===== src/hdl/svpwm_pkg.sv =====
package svpwm_pkg;

  // ----------------------------------------------------------------
  // widths
  // ----------------------------------------------------------------
  localparam int unsigned AW = 8;
  localparam int unsigned DW = 32;
  localparam int unsigned TW = 16;

  // ----------------------------------------------------------------
  // register byte offsets
  // ----------------------------------------------------------------
  localparam logic [AW-1:0] OFS_COMPARE_CONTROL = 8'h00;
  localparam logic [AW-1:0] OFS_ACTION_CONTROL  = 8'h04;
  localparam logic [AW-1:0] OFS_FIRST_EDGE      = 8'h08;
  localparam logic [AW-1:0] OFS_SECOND_EDGE     = 8'h0c;
  localparam logic [AW-1:0] OFS_THIRD_COMPARE   = 8'h10;
  localparam logic [AW-1:0] OFS_TIMER_PERIOD    = 8'h14;
  localparam logic [AW-1:0] OFS_TIMER_CONTROL   = 8'h18;
  localparam logic [AW-1:0] OFS_TIMER_COUNT     = 8'h1c;
  localparam logic [AW-1:0] OFS_IRQ_STATUS      = 8'h20;
  localparam logic [AW-1:0] OFS_IRQ_MASK        = 8'h24;

  // ----------------------------------------------------------------
  // fields
  // ----------------------------------------------------------------
  // compare_control_reg
  localparam int unsigned CC_ENABLE = 0;
  localparam int unsigned CC_SVMODE = 1;
  localparam int unsigned CC_RLD_LO = 2;
  localparam int unsigned CC_RLD_HI = 3;
  localparam logic [1:0] RLD_UNDERFLOW  = 2'h0;
  localparam logic [1:0] RLD_UF_OR_PRD  = 2'h1;
  localparam logic [1:0] RLD_IMMEDIATE  = 2'h2;
  // action_control_reg
  localparam int unsigned AC_DIR    = 15;
  localparam int unsigned AC_PAT_HI = 14;
  localparam int unsigned AC_PAT_LO = 12;
  localparam int unsigned AC_POL_HI = 5;
  localparam int unsigned AC_POL_LO = 0;
  // timer control
  localparam int unsigned TC_RUN = 0;
  // status / mask bits
  localparam int unsigned NEV      = 5;
  localparam int unsigned EV_UFL   = 0;
  localparam int unsigned EV_PRD   = 1;
  localparam int unsigned EV_CMP1  = 2;
  localparam int unsigned EV_CMP2  = 3;
  localparam int unsigned EV_CMP3  = 4;

  // ----------------------------------------------------------------
  // reset values and codes
  // ----------------------------------------------------------------
  localparam logic [TW-1:0] RST_REG16  = 16'h0000;
  localparam logic [TW-1:0] RST_PERIOD = 16'hffff;
  localparam logic [2:0]    PAT_ZERO   = 3'h0;
  localparam logic [1:0]    RESP_OKAY  = 2'h0;
  localparam logic [1:0]    RESP_SLVERR = 2'h2;

  // ----------------------------------------------------------------
  // base timer to sequencer
  // ----------------------------------------------------------------
  typedef struct packed {
    logic [TW-1:0] cnt;
    logic          up;
    logic          ufl;
    logic          prd;
  } svpwm_tmr_t;

endpackage


===== src/hdl/svpwm_timer.sv =====
`timescale 1ns/1ps
module svpwm_timer import svpwm_pkg::*; (
  // clock and reset
  input  wire logic          clk,
  input  wire logic          sys_rst,
  input  wire logic          ce,
  // control
  input  wire logic          run,
  input  wire logic [TW-1:0] period,
  // state out
  output svpwm_tmr_t         tmr
);

  typedef struct packed {
    logic [TW-1:0] cnt;
    logic          up;
  } svpwm_tstate_t;

  svpwm_tstate_t st_ff;
  svpwm_tstate_t nxt_st;

  // continuous up/down: 0 -> period -> 0, direction flips at both ends
  always_comb begin
    nxt_st = st_ff;
    if (run) begin
      if (st_ff.up) begin
        if (st_ff.cnt >= period) begin
          nxt_st.up  = 1'b0;
          nxt_st.cnt = st_ff.cnt - 16'h0001;
        end else begin
          nxt_st.cnt = st_ff.cnt + 16'h0001;
        end
      end else begin
        if (st_ff.cnt == RST_REG16) begin
          nxt_st.up  = 1'b1;
          nxt_st.cnt = 16'h0001;
        end else begin
          nxt_st.cnt = st_ff.cnt - 16'h0001;
        end
      end
    end
  end

  always_ff @(posedge clk) begin
    if (sys_rst) begin
      st_ff <= '0;
    end else if (ce) begin
      st_ff <= nxt_st;
    end
  end

  assign tmr.cnt = st_ff.cnt;
  assign tmr.up  = st_ff.up;
  assign tmr.ufl = run && !st_ff.up && (st_ff.cnt == RST_REG16);
  assign tmr.prd = run && st_ff.up && (st_ff.cnt >= period);

endmodule // svpwm_timer


===== src/hdl/svpwm_seq.sv =====
// Operation
// - each period starts with outputs at the first pattern from the action register
// - up-count first-edge match steps pattern 60 degrees, direction bit chooses way
// - up-count second-edge match goes to zero pattern one bit from second
// - down-count second-edge match returns from zero pattern to second pattern
// - down-count first-edge match returns to first pattern, symmetric waveform
// - pattern bit one: upper drive on, lower off; zero: reverse
// - neighbouring nonzero patterns in rotation differ in one bit only
// - third compare still matched against timer, sets flag, may interrupt
// - output transitions lag the compare match by one clock
// - both compares zero in space vector mode forces all outputs inactive
//
// Added by the designer: the AXI4-Lite interface to the registers and the register offsets.
`timescale 1ns/1ps
module svpwm_seq import svpwm_pkg::*; (
  // clock, reset, enable
  input  wire logic          clk,
  input  wire logic          sys_rst,
  input  wire logic          ce,
  // axi4-lite write address
  input  wire logic          s_axi_awvalid,
  output logic               s_axi_awready,
  input  wire logic [AW-1:0] s_axi_awaddr,
  // axi4-lite write data
  input  wire logic          s_axi_wvalid,
  output logic               s_axi_wready,
  input  wire logic [DW-1:0] s_axi_wdata,
  input  wire logic [3:0]    s_axi_wstrb,
  // axi4-lite write response
  output logic               s_axi_bvalid,
  input  wire logic          s_axi_bready,
  output logic [1:0]         s_axi_bresp,
  // axi4-lite read address
  input  wire logic          s_axi_arvalid,
  output logic               s_axi_arready,
  input  wire logic [AW-1:0] s_axi_araddr,
  // axi4-lite read data
  output logic               s_axi_rvalid,
  input  wire logic          s_axi_rready,
  output logic [DW-1:0]      s_axi_rdata,
  output logic [1:0]         s_axi_rresp,
  // gate drive
  output logic [2:0]         upper_leg_drive,
  output logic [2:0]         lower_leg_drive,
  // interrupt
  output logic               irq
);

  // ----------------------------------------------------------------
  // state
  // ----------------------------------------------------------------
  typedef struct packed {
    logic [TW-1:0]  ccon;
    logic [TW-1:0]  actr;
    logic [TW-1:0]  actr_act;
    logic [TW-1:0]  cmp1;
    logic [TW-1:0]  cmp2;
    logic [TW-1:0]  cmp3;
    logic [TW-1:0]  cmp1_act;
    logic [TW-1:0]  cmp2_act;
    logic [TW-1:0]  cmp3_act;
    logic [TW-1:0]  period;
    logic           run;
    logic [2:0]     pat;
    logic [NEV-1:0] sts;
    logic [NEV-1:0] msk;
    logic [AW-1:0]  awaddr;
    logic           aw_have;
    logic [DW-1:0]  wdata;
    logic [3:0]     wstrb;
    logic           w_have;
    logic           awready;
    logic           wready;
    logic           bvalid;
    logic [1:0]     bresp;
    logic           arready;
    logic           rvalid;
    logic [DW-1:0]  rdata;
    logic [1:0]     rresp;
    logic [2:0]     upper;
    logic [2:0]     lower;
    logic           irq;
  } svpwm_state_t;

  svpwm_state_t st_ff;
  svpwm_state_t nxt_st;
  svpwm_tmr_t   tmr;

  // ----------------------------------------------------------------
  // base timer
  // ----------------------------------------------------------------
  svpwm_timer u_timer (
    .clk     (clk),
    .sys_rst (sys_rst),
    .ce      (ce),
    .run     (st_ff.run),
    .period  (st_ff.period),
    .tmr     (tmr)
  );

  // ----------------------------------------------------------------
  // helpers
  // ----------------------------------------------------------------
  // one step along the hexagon; each neighbour differs in one bit
  function automatic logic [2:0] rotate(input logic [2:0] p, input logic fwd);
    logic [2:0] r;
    r = p;
    unique case (p)
      3'h4:    r = fwd ? 3'h6 : 3'h5;
      3'h6:    r = fwd ? 3'h2 : 3'h4;
      3'h2:    r = fwd ? 3'h3 : 3'h6;
      3'h3:    r = fwd ? 3'h1 : 3'h2;
      3'h1:    r = fwd ? 3'h5 : 3'h3;
      3'h5:    r = fwd ? 3'h4 : 3'h1;
      default: r = p;
    endcase
    return r;
  endfunction

  function automatic logic [TW-1:0] merge16(input logic [TW-1:0] old, input logic [DW-1:0] d,
                                            input logic [3:0] be);
    logic [TW-1:0] m;
    m = old;
    if (be[0]) m[7:0]  = d[7:0];
    if (be[1]) m[15:8] = d[15:8];
    return m;
  endfunction

  // ----------------------------------------------------------------
  // next state
  // ----------------------------------------------------------------
  logic [2:0]     first_pat;
  logic [2:0]     second_pat;
  logic [2:0]     zero_pat;
  logic           m1;
  logic           m2;
  logic           m3;
  logic           sv_on;
  logic           outs_idle;
  logic           reload_cmp;
  logic [NEV-1:0] ev;
  logic           wr_fire;
  logic           rd_fire;
  logic [DW-1:0]  rd_val;
  logic           rd_ok;
  logic           wr_ok;
  logic [AW-1:0]  wa;

  always_comb begin
    nxt_st = st_ff;

    // matches against the active compare values
    m1 = tmr.cnt == st_ff.cmp1_act;
    m2 = tmr.cnt == st_ff.cmp2_act;
    m3 = tmr.cnt == st_ff.cmp3_act;
    ev = '0;
    ev[EV_UFL]  = tmr.ufl;
    ev[EV_PRD]  = tmr.prd;
    ev[EV_CMP1] = st_ff.run && m1;
    ev[EV_CMP2] = st_ff.run && m2;
    ev[EV_CMP3] = st_ff.run && m3;

    // shadow reloads: pattern always at underflow, compares per reload mode
    if (tmr.ufl) begin
      nxt_st.actr_act = st_ff.actr;
    end
    unique case (st_ff.ccon[CC_RLD_HI:CC_RLD_LO])
      RLD_UF_OR_PRD: reload_cmp = tmr.ufl || tmr.prd;
      RLD_IMMEDIATE: reload_cmp = 1'b1;
      default:       reload_cmp = tmr.ufl;
    endcase
    if (reload_cmp) begin
      nxt_st.cmp1_act = st_ff.cmp1;
      nxt_st.cmp2_act = st_ff.cmp2;
      nxt_st.cmp3_act = st_ff.cmp3;
    end

    // pattern sequencing uses the action values after this cycle's reload
    first_pat  = nxt_st.actr_act[AC_PAT_HI:AC_PAT_LO];
    second_pat = rotate(first_pat, nxt_st.actr_act[AC_DIR]);
    zero_pat   = {3{~^second_pat}};
    sv_on      = st_ff.ccon[CC_ENABLE] && st_ff.ccon[CC_SVMODE];
    if (tmr.ufl) begin
      nxt_st.pat = first_pat;
    end
    if (st_ff.run && tmr.up && m1) begin
      nxt_st.pat = second_pat;
    end
    if (st_ff.run && tmr.up && m2) begin
      nxt_st.pat = zero_pat;
    end
    if (st_ff.run && !tmr.up && m2) begin
      nxt_st.pat = second_pat;
    end
    if (st_ff.run && !tmr.up && m1 && !tmr.ufl) begin
      nxt_st.pat = first_pat;
    end

    // drive flops sit one clock behind the match
    outs_idle = !sv_on ||
                ((st_ff.cmp1_act == RST_REG16) && (st_ff.cmp2_act == RST_REG16));
    for (int i = 0; i < 3; i++) begin
      if (outs_idle) begin
        nxt_st.upper[i] = ~st_ff.actr_act[AC_POL_LO + 2*i];
        nxt_st.lower[i] = ~st_ff.actr_act[AC_POL_LO + 2*i + 1];
      end else begin
        nxt_st.upper[i] = ~(nxt_st.pat[i] ^ st_ff.actr_act[AC_POL_LO + 2*i]);
        nxt_st.lower[i] = ~(~nxt_st.pat[i] ^ st_ff.actr_act[AC_POL_LO + 2*i + 1]);
      end
    end

    // axi write channels, taken in either order
    if (s_axi_awvalid && st_ff.awready) begin
      nxt_st.awaddr  = s_axi_awaddr;
      nxt_st.aw_have = 1'b1;
    end
    if (s_axi_wvalid && st_ff.wready) begin
      nxt_st.wdata  = s_axi_wdata;
      nxt_st.wstrb  = s_axi_wstrb;
      nxt_st.w_have = 1'b1;
    end
    wr_fire = st_ff.aw_have && st_ff.w_have && !st_ff.bvalid;
    wa      = st_ff.awaddr;
    wr_ok   = 1'b1;
    if (wr_fire) begin
      unique case (wa)
        OFS_COMPARE_CONTROL: nxt_st.ccon   = merge16(st_ff.ccon, st_ff.wdata, st_ff.wstrb);
        OFS_ACTION_CONTROL:  nxt_st.actr   = merge16(st_ff.actr, st_ff.wdata, st_ff.wstrb);
        OFS_FIRST_EDGE:      nxt_st.cmp1   = merge16(st_ff.cmp1, st_ff.wdata, st_ff.wstrb);
        OFS_SECOND_EDGE:     nxt_st.cmp2   = merge16(st_ff.cmp2, st_ff.wdata, st_ff.wstrb);
        OFS_THIRD_COMPARE:   nxt_st.cmp3   = merge16(st_ff.cmp3, st_ff.wdata, st_ff.wstrb);
        OFS_TIMER_PERIOD:    nxt_st.period = merge16(st_ff.period, st_ff.wdata, st_ff.wstrb);
        OFS_TIMER_CONTROL: begin
          if (st_ff.wstrb[0]) nxt_st.run = st_ff.wdata[TC_RUN];
        end
        OFS_IRQ_MASK: begin
          if (st_ff.wstrb[0]) nxt_st.msk = st_ff.wdata[NEV-1:0];
        end
        OFS_TIMER_COUNT, OFS_IRQ_STATUS: wr_ok = 1'b1;
        default: wr_ok = 1'b0;
      endcase
      nxt_st.aw_have = 1'b0;
      nxt_st.w_have  = 1'b0;
      nxt_st.bvalid  = 1'b1;
      nxt_st.bresp   = wr_ok ? RESP_OKAY : RESP_SLVERR;
    end
    if (st_ff.bvalid && s_axi_bready) begin
      nxt_st.bvalid = 1'b0;
    end
    nxt_st.awready = !nxt_st.aw_have && !nxt_st.bvalid;
    nxt_st.wready  = !nxt_st.w_have && !nxt_st.bvalid;

    // axi read; status is cleared by its read, a same-cycle event survives
    rd_fire = s_axi_arvalid && st_ff.arready;
    rd_val  = '0;
    rd_ok   = 1'b1;
    unique case (s_axi_araddr)
      OFS_COMPARE_CONTROL: rd_val[TW-1:0]  = st_ff.ccon;
      OFS_ACTION_CONTROL:  rd_val[TW-1:0]  = st_ff.actr;
      OFS_FIRST_EDGE:      rd_val[TW-1:0]  = st_ff.cmp1;
      OFS_SECOND_EDGE:     rd_val[TW-1:0]  = st_ff.cmp2;
      OFS_THIRD_COMPARE:   rd_val[TW-1:0]  = st_ff.cmp3;
      OFS_TIMER_PERIOD:    rd_val[TW-1:0]  = st_ff.period;
      OFS_TIMER_CONTROL:   rd_val[TC_RUN]  = st_ff.run;
      OFS_TIMER_COUNT:     rd_val[TW-1:0]  = tmr.cnt;
      OFS_IRQ_STATUS:      rd_val[NEV-1:0] = st_ff.sts;
      OFS_IRQ_MASK:        rd_val[NEV-1:0] = st_ff.msk;
      default:             rd_ok = 1'b0;
    endcase
    if (rd_fire) begin
      nxt_st.rdata  = rd_val;
      nxt_st.rresp  = rd_ok ? RESP_OKAY : RESP_SLVERR;
      nxt_st.rvalid = 1'b1;
      if (s_axi_araddr == OFS_IRQ_STATUS) begin
        nxt_st.sts = '0;
      end
    end
    if (st_ff.rvalid && s_axi_rready) begin
      nxt_st.rvalid = 1'b0;
    end
    nxt_st.arready = !nxt_st.rvalid;
    nxt_st.sts = nxt_st.sts | ev;
    nxt_st.irq = |(nxt_st.sts & nxt_st.msk);
  end

  // ----------------------------------------------------------------
  // registers
  // ----------------------------------------------------------------
  always_ff @(posedge clk) begin
    if (sys_rst) begin
      st_ff        <= '0;
      st_ff.period <= RST_PERIOD;
      st_ff.upper  <= 3'h7;
      st_ff.lower  <= 3'h7;
    end else if (ce) begin
      st_ff <= nxt_st;
    end
  end

  // ----------------------------------------------------------------
  // outputs
  // ----------------------------------------------------------------
  assign s_axi_awready   = st_ff.awready;
  assign s_axi_wready    = st_ff.wready;
  assign s_axi_bvalid    = st_ff.bvalid;
  assign s_axi_bresp     = st_ff.bresp;
  assign s_axi_arready   = st_ff.arready;
  assign s_axi_rvalid    = st_ff.rvalid;
  assign s_axi_rdata     = st_ff.rdata;
  assign s_axi_rresp     = st_ff.rresp;
  assign upper_leg_drive = st_ff.upper;
  assign lower_leg_drive = st_ff.lower;
  assign irq             = st_ff.irq;

endmodule // svpwm_seq


===== config.mk =====
export PLATFORM = sky130hd
export DESIGN_NAME = svpwm_seq
export DESIGN_NICKNAME = d
export VERILOG_FILES = /design/src/hdl/svpwm_pkg.sv /design/src/hdl/svpwm_timer.sv /design/src/hdl/svpwm_seq.sv
export SDC_FILE = /design/constraint.sdc
export NUM_CORES = 1
export LEC_CHECK = 0
export ABC_AREA = 1
export BUFFER_PORTS_ARGS = -buffer_cell sky130_fd_sc_hd__buf_2
export CAP_MARGIN = 25
export CORE_MARGIN = 3
export CORE_UTILIZATION = 49
export CTS_CLUSTER_DIAMETER = 60
export DETAILED_ROUTE_END_ITERATION = 7
export PLACE_DENSITY_LB_ADDON = 0.2
export REMOVE_ABC_BUFFERS = 1
export SLEW_MARGIN = 20
export SYNTH_ARGS = -nofsm -noshare
export SYNTH_HDL_FRONTEND = slang
export SYNTH_SLANG_ARGS = --single-unit

===== constraint.sdc =====
create_clock -name clk -period 2.1 [get_ports clk]
set_clock_uncertainty 0.05 [all_clocks]
set_input_delay 0.525 -clock clk [delete_from_list [all_inputs] [get_ports clk]]
set_output_delay 0.525 -clock clk [all_outputs]
set_load 0.01 [all_outputs]

==> results of run 1 <==
## worst min-delay path, delay by kind of cell
kind                   cells  cell delay (ns)
AOI/OAI and AO/OA          2             0.17
buffers and inverters      1             0.07
## kinds of logic after synthesis
| logic type | Yosys count | synth area share |
|---|---|---|
| buf+inv | 328 | 0.116 |
| other cells | 1 | 0.000297 |
| simple gates | 594 | 0.214 |
| compound gates | 534 | 0.236 |
| fa+ha+maj | 21 | 0.0208 |
| flops | 243 | 0.385 |
| xor+xnor | 41 | 0.0284 |
## final timing paths
check / startpoint / endpoint / slack, ns / cells after the start
max: st_ff[113] / st_ff[165] / -0.28 / 18
min: s_axi_awaddr[6] / wa[6] / 0.18 / 3
max reg2reg: st_ff[113] / st_ff[165] / -0.28 / 18
min reg2reg: wa[6] / wa[6] / 0.40 / 2
## through the flow
| stage | power, mW | instances |
|---|---|---|
| after floorplan | 5.01 | 1649 |
| after global placement | 5.25 | 2298 |
| after detailed placement | 5.26 | 2298 |
| after CTS | 10.6 | 2371 |
| after global routing | 10.9 | 2392 |
| final | 10.6 | 2392 |
## state kept, by name, summed over array words and instances (netlist names), 3 cells and up
register / flops
lower_leg_drive: 3
s_axi_rdata: 16
st_ff: 188
upper_leg_drive: 3
wa: 8
u_timer.tmr: 17
## cells in the mapped netlist (3+ instances only)
| library cell | n | share of area |
|---|---|---|
| a31oi_1 | 5 | 0.0025 |
| dfxtp_1 | 243 | 0.38 |
| buf_6 | 3 | 0.0027 |
| nand2_2 | 13 | 0.0064 |
| o211ai_1 | 33 | 0.020 |
| nor3_2 | 7 | 0.0055 |
| nor2_4 | 5 | 0.0045 |
| clkinv_1 | 7 | 0.0021 |
| clkbuf_1 | 49 | 0.015 |
| ha_1 | 21 | 0.021 |
| o21ai_0 | 167 | 0.066 |
| buf_1 | 6 | 0.0018 |
| nor4_1 | 13 | 0.0064 |
| nand3_1 | 69 | 0.027 |
| o2111ai_1 | 9 | 0.0062 |
| a221oi_1 | 21 | 0.015 |
| nor2_1 | 118 | 0.035 |
| inv_1 | 168 | 0.050 |
| nor3b_1 | 3 | 0.0018 |
| buf_2 | 24 | 0.0095 |
| inv_2 | 22 | 0.0065 |
| nor2_2 | 5 | 0.0025 |
| xnor2_1 | 3 | 0.0021 |
| nor3_1 | 26 | 0.010 |
| o22ai_1 | 17 | 0.0084 |
| o21ai_1 | 25 | 0.0099 |
| nand2_1 | 297 | 0.088 |
| xor2_1 | 38 | 0.026 |
| a211oi_1 | 20 | 0.012 |
| buf_4 | 48 | 0.029 |
| nand4_1 | 23 | 0.011 |
| a21oi_1 | 225 | 0.089 |
| nor2_8 | 3 | 0.0048 |
## cell type report
type	count	area, µm²	share of cell area
Sequential cell	243	4910	0.283
Tap cell	330	413	0.0238
Timing Repair inverter	1	5.00	0.000288
Inverter	198	792	0.0456
Timing Repair Buffer	359	3020	0.174
Clock buffer	39	803	0.0463
Multi-Input combinational cell	1208	7200	0.415
Clock inverter	14	226	0.0130
## power by group
part	internal [mW]	switching [mW]	total [mW]
clock	3.32	2.10	5.42
combinational	0.175	0.327	0.501
sequential	4.66	0.0264	4.68
## routing by layer
metal | global-route usage | wire length (µm)
met1 | 0.418 | 19000
met2 | 0.500 | 21100
met3 | 0.0382 | 3550
met4 | 0.104 | 1920
met5 | 0 | 0
## what timing repair did
action                     4_1_cts  5_1_grt
resized for setup              157      151
gates cloned                     5        5
pin swaps                       48       59
setup endpoints to repair       78       91
buffers inserted                16       19
==> results.cfg, run 1 <==
[cts]
path_clk_slew_ns = 0.06
cts_tree = yes
clkSinkCount = 243
clk_latency_ns = 0.56
hold_buffers = 0
clock_path_buffers = 3
ctsRootBufferMaster = clkbuf_16
htree_num_levels = 1
cts_inserted_buffers = 29

[floorplan]
initial_core_util = 0.501
die-area_um2 = 27800
ios = 108
num_rows = 58
die_x_um = 167
fp.coreArea_um2 = 25300
die_h_um = 167

[final_layout]
final_cell_mix = nand2_1, buf_4, dfxtp_1
drive_gt1_frac = 0.318
nNetsFinal = 2121
antenna_cells = 0
finish.utilization = 0.688
nFillCells = 2168
final_area_um2 = 17400
final_common_cell = nand2_1
area_delta_synth_final_pct = 37.4

[route]
drt_iter0_markers = 1299
dr.pass1.iters = 6
drt-total-wl_mm = 45.6
vias = 13500
vias_per_cell = 5.65
drc_errors = 0
wl_per_cell_um = 19.0
antenna_left = 0

[pwr]
p_leak_nw = 7.63
power.density_cell_area_nw_per_um2 = 610
ir_drop_mv = 0.601

[sta]
setup_tns_ns = -11.51
fmax_mhz = 420
timing_hold_violations_final = 0
post-route-min-period_ns = 2.38
grt_setup_unrepaired = true
layout_setup_ws_ns = -0.279
finalSetupViolCount = 71
maxSlewHeadroom = 0.596
hold-worst-slack_ns = 0.184
worst_pin_slew_ns = 0.606
maxSlewViolCount = 0
period_share = 1.13

[synth]
synth_area_per_cell_um2 = 7.18
synth_edf_count = 0
ys_async_sr_fraction = 0
syn_inst = 1762
ys_ff_latch = 243
netlist-cell-type-count = 51
seq_area_frac_synth = 0.385
ys.warnings.count = 0
netlist_area_um2 = 12600
synth_ff_type = dfxtp_1

[grt]
grt_max_degree = 91
antenna_found_initial = 0
grt_usage = 0.305
globalRouteOverflowTotal = 0
grt_pass1_wl_mm = 68.5
grt_pass1_vias = 12600

[job]
maxCapViolCount = 0

[worst_setup_path]
cp_slowest_stage_delay_ns = 0.38
critical-path-top-delay-family = simple AND/OR/NAND/NOR gates
critPathMaxFanout = 6
path_cells = inv_4, ha_4, nand4_1, inv_1, nand2_1, o211ai_1, nand2_2, nand3_2, nand2_2, inv_2, o21ai_2, nand2_2, nand2_4, buf_12, buf_12, buf_6, nand2_1, a21oi_1
cp.arrival_ns = 2.81
cp_num_buf_inv = 6
crit_path_start_kind = flop
path_class = flop to flop
critPathCaptureType = flop
required_ns = 2.53
worst_path_max_delay_cell = dfxtp_4
cpMostUsedCell = nand2_2

[placement]
placed_area_um2 = 14800
place_ws_ns = -0.406
hpwl_mm = 31.5
io_buffers = 71
gp_congestion = 0.936

[status]
status = finished with violations
violations = setup timing

[worst_hold_path]
hold_path.class = input pin to flop
No activity file was read; power rests on OpenSTA's default activity.
==> inputs of run 2 (changes only) <==
clock period = 2.06 ns   (was 2.1 ns; I/O delays follow)
==> run 2 against run 1 <==
  * The run still ends with setup timing left
  * Worst setup slack lost 0.0048 ns
  * Utilization grew 1.2 points
  * Critical endpoint is now lower_leg_drive[0]
  * Global-route usage up 0.15 points
  * Die area stayed put
  * Non-clock buffer count is 13 higher
  * Sequential power up 2%
  * Largest cell class unchanged
  * Sequential cell count did not move
  * Count of clock-buffer cells in the layout down 6
  * Final cell count grew 0.59%
  * Cell area up 1.7%
==> results.cfg, run 2 (synthesized netlist as in run 1, its figures left out) <==
[pwr]
internal_power_mw = 8.72
clock_power_share = 0.529
power_frac_seq = 0.425
p_leak_nw = 7.78
ir_drop_mv = 0.683
combPwrFrac = 0.045
power.density_cell_area_nw_per_um2 = 636
power_switching_mw = 2.51
swShare = 0.223

[route]
drc_errors = 0
drt_iter0_markers = 1250
drt-total-wl_mm = 45.4
dr.pass1.iters = 6
wl_per_cell_um = 18.9
antenna_left = 0
vias = 13600
vias_per_cell = 5.65

[cts]
clkSinkCount = 243
htree_num_levels = 1
clk_latency_ns = 0.57
cts_tree = yes
cts_inserted_buffers = 29
ctsRootBufferMaster = clkbuf_16
path_clk_slew_ns = 0.06
clock_path_buffers = 3

[worst_setup_path]
required_ns = 2.46
cp_num_buf_inv = 3
cp_slowest_stage_delay_ns = 0.32
reg2reg_from = u_timer.tmr[7]
path_class = flop to flop
cp-startpoint = u_timer.tmr[7]
critical-path-top-delay-family = simple AND/OR/NAND/NOR gates
path_cells = buf_4, nor2_4, nand2_4, nor2_8, buf_6, nand4_1, nand2_2, nand2_2, inv_2, nand2_4, nand2_4, nand3_2, nand2_1, nand2_1, nand2_2, nand2_2, nand2_1, nand2_1, nand3_1, nand2_1
worst_path_max_delay_cell = dfxtp_2
crit_path_start_kind = flop
critPathMaxFanout = 6
cp.arrival_ns = 2.74
critPathCaptureType = flop
cpMostUsedCell = nand2_1

[floorplan]
num_rows = 58
fp.coreArea_um2 = 25300
ios = 108
die_x_um = 167
initial_core_util = 0.501
die_h_um = 167
die-area_um2 = 27800

[placement]
io_buffers = 71
place_inst = 2304
gp_congestion = 0.962
placed_area_um2 = 14900
hpwl_mm = 31.7

[sta]
post-route-min-period_ns = 2.34
period_share = 1.14
fmax_mhz = 427
timing_hold_violations_final = 0
maxSlewHeadroom = 0.523
maxSlewViolCount = 0
layout_setup_ws_ns = -0.284
finalSetupViolCount = 72
worst_pin_slew_ns = 0.698
grt_setup_unrepaired = true

[status]
status = finished with violations
violations = setup timing

[final_layout]
final_area_um2 = 17700
final_cell_mix = nand2_1, buf_4, dfxtp_1
instances_no_fill = 2406
drive_gt1_frac = 0.334
largest_register_ffs = 188
nFillCells = 2078
antenna_cells = 0
finish.utilization = 0.699
area_delta_synth_final_pct = 39.7
nNetsFinal = 2135
final_common_cell = nand2_1
largest-register = st_ff

[grt]
grt_max_degree = 91
grt_pass1_wl_mm = 69.2
gr-usage-met2 = 0.505
grt_usage = 0.307
antenna_found_initial = 1
globalRouteOverflowTotal = 0
top_usage_layer = met2
grt_pass1_vias = 12800
grt.met3_usage = 0.0394
use_met1 = 0.420

[worst_hold_path]
min_from = s_axi_wdata[11]
hold_path.class = input pin to flop

[job]
maxCapViolCount = 0
[run 2: power by group through the flow]
stage,combinational (mW),sequential [mW],clock (mW)
final,0.511,4.78,5.94
after global routing,0.560,4.78,6.21
after CTS,0.489,4.78,5.99
after detailed placement,0.477,4.88,0
after global placement,0.469,4.88,0
after floorplan,0.226,4.89,0
[run 2: final timing paths]
| kind | endpoint | slack (ns) | cells past startpoint |
|---|---|---|---|
| max | lower_leg_drive[0] | -0.28 | 20 |
| min | st_ff[64] | 0.16 | 3 |
| max reg2reg | lower_leg_drive[0] | -0.28 | 20 |
| min reg2reg | wa[1] | 0.39 | 2 |
[run 2: cell type report]
type                    count  area (µm²)  share of cell area
inverters                 198         788              0.0446
clock buffers              33         761              0.0431
repair inverters            1        6.26            0.000354
multi-input cells        1209        7320               0.415
repair buffers            372        3110               0.176
well taps                 330         413              0.0234
flip-flops and latches    243        4910               0.278
clock inverters            20         357              0.0202
[run 2: what timing repair did]
item                                    4_1_cts  5_1_grt
resized for setup                           202      131
gates cloned                                  3        5
endpoints found under the setup margin       84      114
setup buffers                                32       15
hold buffers                                  0        0
pin swaps                                    89       53
[run 2: per-stage QoR]
stage / TNS [ns] / worst slack [ns] / total power, mW / hold slack, ns
after floorplan: -142.40 / -0.984 / 5.11 / 0.375
after detailed placement: -24.81 / -0.432 / 5.36 / 0.384
after global routing: -21.32 / -0.405 / 11.5 / 0.177
final: -11.55 / -0.284 / 11.2 / 0.164
after CTS: -13.04 / -0.267 / 11.3 / 0.157
after global placement: -21.23 / -0.396 / 5.35 / 0.381
[run 2: worst min-delay path: cells and delay by family]
| family | cells | cell delay (ns) |
|---|---|---|
| buffers and inverters | 1 | 0.07 |
| AO/OA/AOI/OAI | 2 | 0.17 |
[run 2: layer usage]
metal | part of all wire | vias up
met3 | 0.078 | 102
met2 | 0.47 | 594
met1 | 0.42 | 6407
li1 | - | 6496
met5 | 0 | -
met4 | 0.033 | 0
